### src/rtl/sdram_area3_pkg.sv
// Operation
// - after write, four idle cycles before access
// - read-write and read-read idle codes, 11 gives four
// - type code 100 makes area three SDRAM
// - bus size code 10 selects 16-bit bus
// - precharge recovery 00: one idle before activate
// - row-to-column 01: two idle before read/write
// - CAS latency 01: read data after two cycles
// - write recovery 00: no idle before precharge
// - refresh recovery 00: three idle before activate
// - counter equal to compare raises refresh request
// - compare write needs key in upper half
// - counter and control writes need the key
// - counter counts on selected prescaled clock
// - clock select 001 counts at quarter rate
// - refresh count 000 gives one refresh per match
// - bit 7 match flag, bit 6 gates interrupt
// - refresh enable bit 11, bit 10 picks self-refresh
// - bank-active 0 means auto-precharge on each access
// - area two row/column width codes 00: 11/8
// - area three row 01 is 12, column 00 is 8
// - keyed write of 00 clears the counter
// - mode program: precharge all, eight refreshes, mode write
`default_nettype none
package sdram_area3_pkg;
  localparam int          REG_ADDR_W       = 8;
  localparam logic [7:0]  BUS_CONTROL_OFF  = 8'h00;
  localparam logic [7:0]  WAIT_CONTROL_OFF = 8'h04;
  localparam logic [7:0]  SDRAM_CONTROL_OFF= 8'h08;
  localparam logic [7:0]  REFRESH_CSR_OFF  = 8'h0c;
  localparam logic [7:0]  REFRESH_CNT_OFF  = 8'h10;
  localparam logic [7:0]  REFRESH_CMP_OFF  = 8'h14;
  localparam logic [7:0]  MODE_PROGRAM_OFF = 8'h18;
  localparam logic [7:0]  STATUS_OFF       = 8'h1c;
  localparam logic [15:0] WRITE_KEY        = 16'ha55a;
  localparam logic [31:0] BUS_CONTROL_RST  = 32'h36db4400;
  localparam logic [31:0] BUS_CONTROL_MASK = 32'h36db7600;
  localparam logic [31:0] WAIT_CONTROL_RST = 32'h00000480;
  localparam logic [31:0] WAIT_CONTROL_MASK= 32'h00006d9b;
  localparam logic [31:0] SDRAM_CTRL_RST   = 32'h00000808;
  localparam logic [31:0] SDRAM_CTRL_MASK  = 32'h001b0d1b;
  localparam logic [7:0]  REFRESH_CMP_RST  = 8'h9c;
  localparam logic [2:0]  CLOCK_SELECT_RST = 3'b001;
  localparam int W_IDLE_POS = 28;
  localparam int RW_OTHER_POS = 25;
  localparam int RW_SAME_POS = 22;
  localparam int RR_OTHER_POS = 19;
  localparam int RR_SAME_POS = 16;
  localparam int TYPE_POS = 12;
  localparam int WIDTH_POS = 9;
  localparam logic [2:0] TYPE_SDRAM = 3'b100;
  localparam logic [1:0] WIDTH_16BIT = 2'b10;
  localparam int PRE_GAP_POS = 13;
  localparam int ROW_COL_POS = 10;
  localparam int CL_POS = 7;
  localparam int WR_REC_POS = 3;
  localparam int REF_REC_POS = 0;
  localparam int AREA2_ROW_POS = 19;
  localparam int AREA2_COL_POS = 16;
  localparam int REFRESH_ON_POS = 11;
  localparam int SELF_KIND_POS = 10;
  localparam int BANK_OPEN_POS = 8;
  localparam int AREA3_ROW_POS = 3;
  localparam int AREA3_COL_POS = 0;
  localparam int MATCH_FLAG_POS = 7;
  localparam int MATCH_IE_POS = 6;
  localparam int CLK_SEL_POS = 3;
  localparam int REF_CNT_POS = 0;
  localparam logic [3:0] REF_REC_BASE = 4'd3;
  localparam logic [3:0] MODE_REFRESHES = 4'd8;
  localparam int AP_BIT = 10;
  localparam logic [3:0] CMD_NOP = 4'b0111;
  localparam logic [3:0] CMD_ACT = 4'b0011;
  localparam logic [3:0] CMD_READ = 4'b0101;
  localparam logic [3:0] CMD_WRITE = 4'b0100;
  localparam logic [3:0] CMD_PRE = 4'b0010;
  localparam logic [3:0] CMD_REF = 4'b0001;
  localparam logic [3:0] CMD_MRS = 4'b0000;
  typedef enum logic [3:0] {
    S_IDLE, S_WAIT, S_RW, S_RDCAP, S_PRE, S_FIN, S_MREF, S_MRS, S_SELF
  } seq_state_type;
endpackage
`default_nettype wire

### src/rtl/refresh_interval_timer.sv
`default_nettype none
module refresh_interval_timer (
  input  wire logic       clk_in,
  input  wire logic       rst_in,
  input  wire logic [2:0] clock_select_in,
  input  wire logic [7:0] compare_in,
  input  wire logic       load_in,
  input  wire logic [7:0] load_value_in,
  output logic      [7:0] count_out,
  output logic            match_out
);
  logic [11:0] pre_q;
  logic [11:0] div_mask;
  logic        tick;

  always_comb begin
    unique case (clock_select_in)
      3'd1:    div_mask = 12'h003;
      3'd2:    div_mask = 12'h00f;
      3'd3:    div_mask = 12'h03f;
      3'd4:    div_mask = 12'h0ff;
      3'd5:    div_mask = 12'h3ff;
      3'd6:    div_mask = 12'h7ff;
      default: div_mask = 12'hfff;
    endcase
  end
  assign tick = (clock_select_in != 3'd0) && ((pre_q & div_mask) == div_mask);

  always_ff @(posedge clk_in or posedge rst_in) begin
    if (rst_in) begin
      pre_q <= 12'h000;
    end else begin
      pre_q <= pre_q + 12'h001;
    end
  end

  always_ff @(posedge clk_in or posedge rst_in) begin
    if (rst_in) begin
      count_out <= 8'h00;
      match_out <= 1'b0;
    end else begin
      match_out <= 1'b0;
      if (load_in) begin
        count_out <= load_value_in;
      end else if (tick) begin
        if (count_out == compare_in) begin
          count_out <= 8'h00;
          match_out <= 1'b1;
        end else begin
          count_out <= count_out + 8'h01;
        end
      end
    end
  end

  property p_match_restart;
    @(posedge clk_in) disable iff (rst_in)
    (tick && !load_in && count_out == compare_in) |=> (match_out && count_out == 8'h00);
  endproperty
  a_match_restart: assert property (p_match_restart)
    else $error("match did not restart the counter");

  property p_quarter_rate;
    @(posedge clk_in) disable iff (rst_in || clock_select_in != 3'd1)
    tick |=> (!tick)[*3] ##1 tick;
  endproperty
  a_quarter_rate: assert property (p_quarter_rate)
    else $error("quarter rate tick spacing wrong");
endmodule // refresh_interval_timer
`default_nettype wire

### src/rtl/sdram_area3_bus_controller.sv
`default_nettype none
module sdram_area3_bus_controller (
  input  wire logic                                 clk_in,
  input  wire logic                                 rst_in,
  input  wire logic [sdram_area3_pkg::REG_ADDR_W-1:0] reg_addr_in,
  input  wire logic [31:0]                          reg_wdata_in,
  input  wire logic                                 reg_write_in,
  input  wire logic                                 reg_read_in,
  output logic      [31:0]                          reg_rdata_out,
  input  wire logic                                 acc_req_in,
  input  wire logic                                 acc_write_in,
  input  wire logic [23:0]                          acc_addr_in,
  input  wire logic [15:0]                          acc_wdata_in,
  output logic                                      acc_busy_out,
  output logic                                      acc_done_out,
  output logic      [15:0]                          acc_rdata_out,
  output logic                                      sd_cke_out,
  output logic                                      sd_cs_n_out,
  output logic                                      sd_ras_n_out,
  output logic                                      sd_cas_n_out,
  output logic                                      sd_we_n_out,
  output logic      [1:0]                           sd_ba_out,
  output logic      [12:0]                          sd_addr_out,
  input  wire logic [15:0]                          sd_dq_in,
  output logic      [15:0]                          sd_dq_out,
  output logic                                      sd_dq_oe_n_out,
  output logic                                      cmi_req_out
);
  import sdram_area3_pkg::*;

  logic [31:0]   bus_ctrl_q, wait_ctrl_q, sdram_ctrl_q;
  logic [7:0]    cmp_q, count;
  logic          flag_q, irq_en_q, match;
  logic [2:0]    clk_sel_q, per_match_q;
  logic [12:0]   mode_value_q;
  logic          mode_pend_q;
  logic [3:0]    cmd_q, wait_q, mref_q, ref_pend_q;
  seq_state_type state_q, ret_q;
  logic [15:0]   dq_s1_q, dq_s2_q;
  logic          pend_write_q, last_valid_q, last_write_q;
  logic [23:0]   pend_addr_q;
  logic [15:0]   pend_wdata_q;
  logic [2:0]    idle_cnt_q;
  logic          key_ok, wr_csr, wr_cnt, wr_cmp, take;
  logic          is_sdram, bus16, auto_ap, auto_ref, self_ref;
  logic          self_go, mode_go, ref_go, acc_go, acc_skip;
  logic [3:0]    pre_gap, rcd_gap, cl, wr_gap, ref_gap;
  logic [2:0]    need;
  logic [4:0]    col_w, row_w;
  logic [23:0]   row_full, bank_full;
  logic [12:0]   row;
  logic [9:0]    col;

  function automatic logic [2:0] idle_of(input logic [1:0] code);
    idle_of = (code == 2'd3) ? 3'd4 : {1'b0, code};
  endfunction

  assign is_sdram = bus_ctrl_q[TYPE_POS +: 3] == TYPE_SDRAM;
  assign bus16 = bus_ctrl_q[WIDTH_POS +: 2] == WIDTH_16BIT;
  assign pre_gap = 4'd1 + {2'b00, wait_ctrl_q[PRE_GAP_POS +: 2]};
  assign rcd_gap = 4'd1 + {2'b00, wait_ctrl_q[ROW_COL_POS +: 2]};
  assign cl = 4'd1 + {2'b00, wait_ctrl_q[CL_POS +: 2]};
  assign wr_gap = {2'b00, wait_ctrl_q[WR_REC_POS +: 2]};
  assign ref_gap = REF_REC_BASE + {2'b00, wait_ctrl_q[REF_REC_POS +: 2]};
  assign auto_ap = !sdram_ctrl_q[BANK_OPEN_POS];
  assign auto_ref = sdram_ctrl_q[REFRESH_ON_POS] && !sdram_ctrl_q[SELF_KIND_POS];
  assign self_ref = sdram_ctrl_q[REFRESH_ON_POS] && sdram_ctrl_q[SELF_KIND_POS];

  // area three widths steer the split, area two widths are held for software
  assign col_w = (sdram_ctrl_q[AREA3_COL_POS +: 2] == 2'd3) ? 5'd10
               : 5'd8 + {3'b000, sdram_ctrl_q[AREA3_COL_POS +: 2]};
  assign row_w = (sdram_ctrl_q[AREA3_ROW_POS +: 2] == 2'd3) ? 5'd13
               : 5'd11 + {3'b000, sdram_ctrl_q[AREA3_ROW_POS +: 2]};
  assign col = pend_addr_q[9:0] & ~(10'h3ff << col_w);
  assign row_full = pend_addr_q >> col_w;
  assign row = row_full[12:0] & ~(13'h1fff << row_w);
  assign bank_full = row_full >> row_w;

  // only one space exists, so the same-space codes apply
  always_comb begin
    need = 3'd0;
    if (last_valid_q && last_write_q) begin
      need = idle_of(bus_ctrl_q[W_IDLE_POS +: 2]);
    end else if (last_valid_q && pend_write_q) begin
      need = idle_of(bus_ctrl_q[RW_SAME_POS +: 2]);
    end else if (last_valid_q) begin
      need = idle_of(bus_ctrl_q[RR_SAME_POS +: 2]);
    end
  end

  assign self_go = (state_q == S_IDLE) && self_ref;
  assign mode_go = (state_q == S_IDLE) && !self_ref && mode_pend_q;
  assign ref_go = (state_q == S_IDLE) && !self_ref && !mode_pend_q && auto_ref
               && (ref_pend_q != 4'd0);
  assign acc_go = (state_q == S_IDLE) && !self_ref && !mode_pend_q && !ref_go
               && acc_busy_out && is_sdram && bus16 && (idle_cnt_q >= need);
  assign acc_skip = (state_q == S_IDLE) && acc_busy_out && !(is_sdram && bus16);

  assign key_ok = reg_wdata_in[31:16] == WRITE_KEY;
  assign wr_cmp = reg_write_in && reg_addr_in == REFRESH_CMP_OFF && key_ok;
  assign wr_cnt = reg_write_in && reg_addr_in == REFRESH_CNT_OFF && key_ok;
  assign wr_csr = reg_write_in && reg_addr_in == REFRESH_CSR_OFF && key_ok;
  assign take = acc_req_in && !acc_busy_out;

  refresh_interval_timer timer (
    .clk_in          (clk_in),
    .rst_in          (rst_in),
    .clock_select_in (clk_sel_q),
    .compare_in      (cmp_q),
    .load_in         (wr_cnt),
    .load_value_in   (reg_wdata_in[7:0]),
    .count_out       (count),
    .match_out       (match)
  );

  always_ff @(posedge clk_in or posedge rst_in) begin
    if (rst_in) begin
      bus_ctrl_q <= BUS_CONTROL_RST;
      wait_ctrl_q <= WAIT_CONTROL_RST;
      sdram_ctrl_q <= SDRAM_CTRL_RST;
    end else if (reg_write_in) begin
      if (reg_addr_in == BUS_CONTROL_OFF) begin
        bus_ctrl_q <= reg_wdata_in & BUS_CONTROL_MASK;
      end
      if (reg_addr_in == WAIT_CONTROL_OFF) begin
        wait_ctrl_q <= reg_wdata_in & WAIT_CONTROL_MASK;
      end
      if (reg_addr_in == SDRAM_CONTROL_OFF) begin
        sdram_ctrl_q <= reg_wdata_in & SDRAM_CTRL_MASK;
      end
    end
  end

  always_ff @(posedge clk_in or posedge rst_in) begin
    if (rst_in) begin
      cmp_q <= REFRESH_CMP_RST;
      irq_en_q <= 1'b0;
      clk_sel_q <= CLOCK_SELECT_RST;
      per_match_q <= 3'd0;
    end else begin
      if (wr_cmp) begin
        cmp_q <= reg_wdata_in[7:0];
      end
      if (wr_csr) begin
        irq_en_q <= reg_wdata_in[MATCH_IE_POS];
        clk_sel_q <= reg_wdata_in[CLK_SEL_POS +: 3];
        per_match_q <= reg_wdata_in[REF_CNT_POS +: 3];
      end
    end
  end

  // match flag: a keyed write of 0 clears it, a match in the same cycle wins
  always_ff @(posedge clk_in or posedge rst_in) begin
    if (rst_in) begin
      flag_q <= 1'b0;
      cmi_req_out <= 1'b0;
    end else begin
      if (match) begin
        flag_q <= 1'b1;
      end else if (wr_csr && !reg_wdata_in[MATCH_FLAG_POS]) begin
        flag_q <= 1'b0;
      end
      cmi_req_out <= flag_q && irq_en_q;
    end
  end

  // pending refreshes: each match adds the programmed count plus one
  always_ff @(posedge clk_in or posedge rst_in) begin
    if (rst_in) begin
      ref_pend_q <= 4'd0;
    end else begin
      ref_pend_q <= ref_pend_q + (match ? {1'b0, per_match_q} + 4'd1 : 4'd0)
                    - (ref_go ? 4'd1 : 4'd0);
    end
  end

  always_ff @(posedge clk_in or posedge rst_in) begin
    if (rst_in) begin
      mode_value_q <= 13'h0000;
      mode_pend_q <= 1'b0;
    end else if (reg_write_in && reg_addr_in == MODE_PROGRAM_OFF) begin
      mode_value_q <= reg_wdata_in[12:0];
      mode_pend_q <= 1'b1;
    end else if (state_q == S_MRS) begin
      mode_pend_q <= 1'b0;
    end
  end

  always_ff @(posedge clk_in or posedge rst_in) begin
    if (rst_in) begin
      acc_busy_out <= 1'b0;
      pend_write_q <= 1'b0;
      pend_addr_q <= 24'h000000;
      pend_wdata_q <= 16'h0000;
    end else if (take) begin
      acc_busy_out <= 1'b1;
      pend_write_q <= acc_write_in;
      pend_addr_q <= acc_addr_in;
      pend_wdata_q <= acc_wdata_in;
    end else if (state_q == S_FIN || acc_skip) begin
      acc_busy_out <= 1'b0;
    end
  end

  always_ff @(posedge clk_in or posedge rst_in) begin
    if (rst_in) begin
      dq_s1_q <= 16'h0000;
      dq_s2_q <= 16'h0000;
    end else begin
      dq_s1_q <= sd_dq_in;
      dq_s2_q <= dq_s1_q;
    end
  end

  always_ff @(posedge clk_in or posedge rst_in) begin
    if (rst_in) begin
      idle_cnt_q <= 3'd0;
      last_valid_q <= 1'b0;
      last_write_q <= 1'b0;
    end else if (state_q == S_FIN) begin
      idle_cnt_q <= 3'd0;
      last_valid_q <= 1'b1;
      last_write_q <= pend_write_q;
    end else if (idle_cnt_q != 3'd7) begin
      idle_cnt_q <= idle_cnt_q + 3'd1;
    end
  end

  always_ff @(posedge clk_in or posedge rst_in) begin
    if (rst_in) begin
      state_q <= S_IDLE;
      ret_q <= S_IDLE;
      wait_q <= 4'd0;
      mref_q <= 4'd0;
      cmd_q <= CMD_NOP;
      sd_cke_out <= 1'b1;
      sd_ba_out <= 2'b00;
      sd_addr_out <= 13'h0000;
      sd_dq_out <= 16'h0000;
      sd_dq_oe_n_out <= 1'b1;
      acc_done_out <= 1'b0;
      acc_rdata_out <= 16'h0000;
    end else begin
      cmd_q <= CMD_NOP;
      sd_dq_oe_n_out <= 1'b1;
      acc_done_out <= 1'b0;
      unique case (state_q)
        S_IDLE: begin
          if (self_go) begin
            cmd_q <= CMD_REF;
            sd_cke_out <= 1'b0;
            state_q <= S_SELF;
          end else if (mode_go) begin
            cmd_q <= CMD_PRE;
            sd_addr_out <= 13'h0400;
            mref_q <= MODE_REFRESHES;
            wait_q <= pre_gap;
            ret_q <= S_MREF;
            state_q <= S_WAIT;
          end else if (ref_go) begin
            cmd_q <= CMD_REF;
            wait_q <= ref_gap;
            ret_q <= S_IDLE;
            state_q <= S_WAIT;
          end else if (acc_go) begin
            cmd_q <= CMD_ACT;
            sd_ba_out <= bank_full[1:0];
            sd_addr_out <= row;
            wait_q <= rcd_gap;
            ret_q <= S_RW;
            state_q <= S_WAIT;
          end else if (acc_skip) begin
            acc_rdata_out <= 16'h0000;
            acc_done_out <= 1'b1;
          end
        end
        S_WAIT: begin
          wait_q <= wait_q - 4'd1;
          if (wait_q == 4'd1) begin
            state_q <= ret_q;
          end
        end
        S_RW: begin
          sd_addr_out <= {3'b000, col};
          sd_addr_out[AP_BIT] <= auto_ap;
          if (pend_write_q) begin
            cmd_q <= CMD_WRITE;
            sd_dq_out <= pend_wdata_q;
            sd_dq_oe_n_out <= 1'b0;
            if (auto_ap) begin
              wait_q <= wr_gap + pre_gap;
              ret_q <= S_FIN;
              state_q <= S_WAIT;
            end else if (wr_gap == 4'd0) begin
              state_q <= S_PRE;
            end else begin
              wait_q <= wr_gap;
              ret_q <= S_PRE;
              state_q <= S_WAIT;
            end
          end else begin
            cmd_q <= CMD_READ;
            // pin data stands cl cycles on, then crosses two sync flops
            wait_q <= cl + 4'd2;
            ret_q <= S_RDCAP;
            state_q <= S_WAIT;
          end
        end
        S_RDCAP: begin
          acc_rdata_out <= dq_s2_q;
          if (auto_ap) begin
            wait_q <= pre_gap;
            ret_q <= S_FIN;
            state_q <= S_WAIT;
          end else begin
            state_q <= S_PRE;
          end
        end
        S_PRE: begin
          cmd_q <= CMD_PRE;
          sd_addr_out <= 13'h0000;
          wait_q <= pre_gap;
          ret_q <= S_FIN;
          state_q <= S_WAIT;
        end
        S_FIN: begin
          acc_done_out <= 1'b1;
          state_q <= S_IDLE;
        end
        S_MREF: begin
          cmd_q <= CMD_REF;
          mref_q <= mref_q - 4'd1;
          wait_q <= ref_gap;
          ret_q <= (mref_q == 4'd1) ? S_MRS : S_MREF;
          state_q <= S_WAIT;
        end
        S_MRS: begin
          cmd_q <= CMD_MRS;
          sd_ba_out <= 2'b00;
          sd_addr_out <= mode_value_q;
          wait_q <= pre_gap;
          ret_q <= S_IDLE;
          state_q <= S_WAIT;
        end
        S_SELF: begin
          if (!self_ref) begin
            sd_cke_out <= 1'b1;
            wait_q <= ref_gap;
            ret_q <= S_IDLE;
            state_q <= S_WAIT;
          end
        end
      endcase
    end
  end

  assign sd_cs_n_out = cmd_q[3];
  assign sd_ras_n_out = cmd_q[2];
  assign sd_cas_n_out = cmd_q[1];
  assign sd_we_n_out = cmd_q[0];

  always_ff @(posedge clk_in or posedge rst_in) begin
    if (rst_in) begin
      reg_rdata_out <= 32'h00000000;
    end else if (reg_read_in) begin
      unique case (reg_addr_in)
        BUS_CONTROL_OFF:   reg_rdata_out <= bus_ctrl_q;
        WAIT_CONTROL_OFF:  reg_rdata_out <= wait_ctrl_q;
        SDRAM_CONTROL_OFF: reg_rdata_out <= sdram_ctrl_q;
        REFRESH_CSR_OFF:   reg_rdata_out <= {24'h000000, flag_q, irq_en_q, clk_sel_q,
                                             per_match_q};
        REFRESH_CNT_OFF:   reg_rdata_out <= {24'h000000, count};
        REFRESH_CMP_OFF:   reg_rdata_out <= {24'h000000, cmp_q};
        MODE_PROGRAM_OFF:  reg_rdata_out <= {19'h00000, mode_value_q};
        STATUS_OFF:        reg_rdata_out <= {24'h000000, ref_pend_q, 1'b0,
                                             mode_pend_q, !sd_cke_out, acc_busy_out};
        default:           reg_rdata_out <= 32'h00000000;
      endcase
    end
  end

  property p_idle_after_write;
    @(posedge clk_in) disable iff (rst_in)
    (acc_done_out && last_write_q && bus_ctrl_q[W_IDLE_POS +: 2] == 2'd3)
      |=> (cmd_q != CMD_ACT)[*4];
  endproperty
  a_idle_after_write: assert property (p_idle_after_write)
    else $error("write idle gap too short");

  property p_act_only_sdram;
    @(posedge clk_in) disable iff (rst_in)
    (cmd_q == CMD_ACT) |-> $past(is_sdram && bus16);
  endproperty
  a_act_only_sdram: assert property (p_act_only_sdram)
    else $error("activate issued outside SDRAM mode");

  property p_row_to_column;
    @(posedge clk_in) disable iff (rst_in)
    (cmd_q == CMD_ACT && wait_ctrl_q[ROW_COL_POS +: 2] == 2'd1)
      |=> cmd_q == CMD_NOP ##1 cmd_q == CMD_NOP
          ##1 (cmd_q == CMD_READ || cmd_q == CMD_WRITE);
  endproperty
  a_row_to_column: assert property (p_row_to_column)
    else $error("activate to read/write spacing wrong");

  property p_cas_capture;
    @(posedge clk_in) disable iff (rst_in)
    (cmd_q == CMD_READ && wait_ctrl_q[CL_POS +: 2] == 2'd1) |-> ##4 state_q == S_RDCAP;
  endproperty
  a_cas_capture: assert property (p_cas_capture)
    else $error("read data capture at wrong cycle");

  property p_refresh_recovery;
    @(posedge clk_in) disable iff (rst_in)
    (cmd_q == CMD_REF && wait_ctrl_q[REF_REC_POS +: 2] == 2'd0) |=> (cmd_q != CMD_ACT)[*3];
  endproperty
  a_refresh_recovery: assert property (p_refresh_recovery)
    else $error("activate too soon after refresh");

  property p_compare_key;
    @(posedge clk_in) disable iff (rst_in)
    (reg_write_in && reg_addr_in == REFRESH_CMP_OFF && !key_ok) |=> $stable(cmp_q);
  endproperty
  a_compare_key: assert property (p_compare_key)
    else $error("unkeyed compare write took effect");

  property p_csr_key;
    @(posedge clk_in) disable iff (rst_in)
    (reg_write_in && reg_addr_in == REFRESH_CSR_OFF && !key_ok && !match)
      |=> $stable(clk_sel_q) && $stable(per_match_q) && $stable(irq_en_q) && $stable(flag_q);
  endproperty
  a_csr_key: assert property (p_csr_key)
    else $error("unkeyed control write took effect");

  property p_irq_gate;
    @(posedge clk_in) disable iff (rst_in)
    cmi_req_out |-> $past(flag_q) && $past(irq_en_q);
  endproperty
  a_irq_gate: assert property (p_irq_gate)
    else $error("interrupt raised while disabled");
endmodule // sdram_area3_bus_controller
`default_nettype wire

### config.mk
export PLATFORM = sky130hd
export DESIGN_NAME = sdram_area3_bus_controller
export DESIGN_NICKNAME = d
export VERILOG_FILES = /design/src/rtl/sdram_area3_pkg.sv /design/src/rtl/refresh_interval_timer.sv /design/src/rtl/sdram_area3_bus_controller.sv
export SDC_FILE = /design/constraint.sdc
export NUM_CORES = 1
export LEC_CHECK = 0
export BUFFER_PORTS_ARGS = -buffer_cell sky130_fd_sc_hd__buf_4
export CORE_AREA = 4 4 209 211
export DETAILED_ROUTE_END_ITERATION = 16
export DIE_AREA = 0 0 213 215
export GPL_TIMING_DRIVEN = 0
export SYNTH_ARGS = -nofsm -noshare
export SYNTH_HDL_FRONTEND = slang
export SYNTH_SLANG_ARGS = --single-unit
### constraint.sdc
create_clock -name clk_in -period 10.7 [get_ports clk_in]
set_input_delay 0.535 -clock clk_in [delete_from_list [all_inputs] [get_ports clk_in]]
set_output_delay 0.535 -clock clk_in [all_outputs]
set_load 0.02 [all_outputs]
==> flow_summary.yaml <==
status:
  status: "finished clean"
worst_setup_path:
  cp_slowest_stage_delay_ns: 0.58
  arrival_ns: 3.81
  critPathKind: "reg2reg"
  startpoint_type: "flop"
  crit_chain: "clkbuf_1, nor2_1, a21oi_1, o21ai_0, and2_1, ha_1, nand2b_1, a31oi_1, or4_4, o211a_4, nor2b_4, mux2_4"
  end_kind: "flop"
  slowest_stage: "dfrtp_1"
  critPathBufInv: 1
  cp_top_family: "simple AND/OR/NAND/NOR gates"
  cp_data_required_time_ns: 11.14
  cp_max_fo: 10
placement:
  post_dp_cell_area_um2: 14500
  gp_congestion: 0.883
  dp_hpwl_mm: 26.4
  portBuffers: 180
clock_network:
  cts-resized-gates: 0
  insertion_delay_ns: 0.57
  cts_max_level: 1
  post_cts_buffers: 0
  cts.sinks: 264
  clk_pin_slew_worst_paths_ns: 0.06
  cts-root-buf: "clkbuf_16"
  cts_hold_buf: 1
  cts_tree: "built"
  numCtsBuffers: 30
  cts_max_path_buffers: 3
synth:
  ys_async_sr_fraction_pct: 100
  synth.most_common_cell: "dfrtp_1"
  ys.flop_type: "dfrtp_1"
  yosys.area.top_type_share_pct: 48.1
  ys_seq_area_share_pct: 53.7
  ys_ff_latch: 264
  syn_area_um2: 12400
  ys_types: 75
  syn-mean-instance-area_um2: 11.6
  synth_warnings: 0
  syn_inst: 1068
  synth_edf_count: 0
  yosys.area.top_type: "dfrtp_1"
  ys_top_cells_by_area: "dfrtp_1 48%, mux2_2 13%, dfstp_2 5.5%, ha_1 2.4%, o21ai_0 2.2%"
  synth.cells.most_frequent: "238 x dfrtp_1, 142 x mux2_2, 66 x nor2_1, 61 x inv_1, 54 x o21ai_0"
die:
  initial_core_util_pct: 29.6
  dieArea_um2: 45800
  fp.dieW_um: 213
  coreArea_um2: 41800
  rows: 75
  dieHeight_um: 215
  ios: 190
routing:
  drt-vias-per-instance: 4.99
  drt_pass1_iterations: 5
  route.detailed.drc: 0
  wl_mm: 35.5
  antenna_left: 0
  wl_per_cell_um: 19.1
  num_vias: 9240
  first_iter_violations: 545
sta:
  fin_crit_sh_pct: 31.5
  fmax_mhz: 296
  worst_pin_slew_ns: 1.31
  rsz0062_at_grt: "false"
  hold_viol_final: 0
  min_period_ns: 3.38
  drv_slew: 0
  setup_viol: 0
  relSlewSlack_pct: 12.3
  clock_skew_ns: 0.0268
cells_and_area:
  syn2layout_area_growth_pct: 25.4
  final_core_util_pct: 37.2
  fillerInstances: 4138
  nets: 1418
  drive_gt1_share_pct: 33.7
  design_area_um2: 15500
  num_antenna_cells: 0
power:
  p_seq_share_pct: 38.8
  power_density_nw_per_um2: 232
  p_int_mw: 2.39
  peakVddDrop_mv: 0.120
  p_sw_mw: 1.20
  power_frac_comb_pct: 32.1
  power_frac_clock_pct: 29.1
  p_leak_nw: 6.80
  switching_share_pct: 33.5
hold_path:
  hp-class: "in2reg"
global_route:
  grt_pass1_wl_mm: 55.6
  grt_pass1_vias: 9550
  grt_max_degree: 131
  grt_overflow: 0
  antenna_found_initial: 1
  track_usage_pct: 15.3
job:
  cap_violations: 0
==> power by group through the flow <==
stage | sequential [mW] | clock [mW] | combinational [mW]
finish | 1.39 | 1.05 | 1.16
global route | 1.42 | 1.12 | 1.28
CTS | 1.40 | 1.08 | 1.17
detailed placement | 1.41 | 0 | 1.17
global placement | 1.40 | 0 | 1.15
floorplan | 1.46 | 0 | 0.674
==> kinds of logic after synthesis <==
group	synth area share, %
simple gates	10.3
fa+ha+maj	2.75
other cells	0.0303
buf+inv	4.03
mux	15.0
flops	53.7
compound gates	12.2
xor+xnor	2.05
==> area by class of cell <==
| cell class | count | area, um2 | area share (%) |
|---|---|---|---|
| buffer | 55 | 269 | 1.73 |
| inverter | 61 | 236 | 1.52 |
| tap | 539 | 674 | 4.35 |
| clock buffer | 44 | 903 | 5.82 |
| multi-input combinational | 695 | 5260 | 33.9 |
| sequential | 264 | 6640 | 42.8 |
| clock inverter | 11 | 120 | 0.774 |
| timing repair buffer | 183 | 1420 | 9.13 |
==> through the flow <==
stage          std cells  power [mW]  worst slack (ns)  setup TNS [ns]  hold slack (ns)
2_1_floorplan       1075        2.14              2.94               0            0.331
3_3_place_gp        1794        2.55           -0.0761           -9.25            0.332
3_5_place_dp        1796        2.58              7.33               0            0.336
4_1_cts             1852        3.64              7.32               0           0.0528
5_1_grt             1852        3.82              7.14               0           0.0563
6_report            1852        3.60              7.32               0           0.0893
==> state kept, by name, summed over array words and instances, names as in the netlist, 11 cells and up <==
signal,flops
reg_rdata_out,25
pend_addr_q,24
acc_rdata_out,16
dq_s1_q,16
dq_s2_q,16
pend_wdata_q,16
sd_dq_out,16
bus_ctrl_q,15
mode_value_q,13
sd_addr_out,13
timer.pre_q,12
sdram_ctrl_q,11
==> metal layers <==
metal / track usage [%] / routed length, um
met5: 0 / 20
met3: 2.76 / 2020
met4: 3.54 / 686
met2: 24.7 / 16500
met1: 21.4 / 16200
==> cell usage in the layout (no fill, tap or decap), types with 9 or more instances in the layout <==
master	netlist	final
nor3_1	12	12
xor2_1	16	16
dfstp_2	26	26
clkbuf_16	0	30
nand4_1	9	9
mux2_2	142	142
mux2i_1	18	18
nand3_1	28	28
clkbuf_1	35	39
nor2_1	66	66
xnor2_1	13	13
a21oi_1	46	46
o22ai_1	16	16
inv_1	61	60
nand2_1	42	42
clkbuf_8	0	10
dfrtp_1	238	238
buf_4	9	189
a22o_1	18	18
a31oi_1	11	11
ha_1	24	24
a22oi_1	27	27
a21o_1	9	9
nand2b_1	11	11
o21ai_0	54	54
==> final timing paths <==
path / start / endpoint / slack (ns) / cells past startpoint
hold reg to reg: dq_s1_q[2]$_DFF_PP0_ / dq_s2_q[2]$_DFF_PP0_ / 0.35 / 0
setup reg to reg: pend_write_q$_DFFE_PP0P_ / ret_q[1]$_DFFE_PP0P_ / 7.32 / 12
max in group asynchronous: rst_in / timer.count_out[1]$_DFFE_PP0P_ / 9.14 / 4
min in group asynchronous: rst_in / pend_wdata_q[13]$_DFFE_PP0P_ / 0.55 / 3
setup / recovery: pend_write_q$_DFFE_PP0P_ / ret_q[1]$_DFFE_PP0P_ / 7.32 / 12
hold / removal: sd_dq_in[0] / dq_s1_q[0]$_DFF_PP0_ / 0.09 / 1
Note: power is estimated with default switching activity, not from simulation.
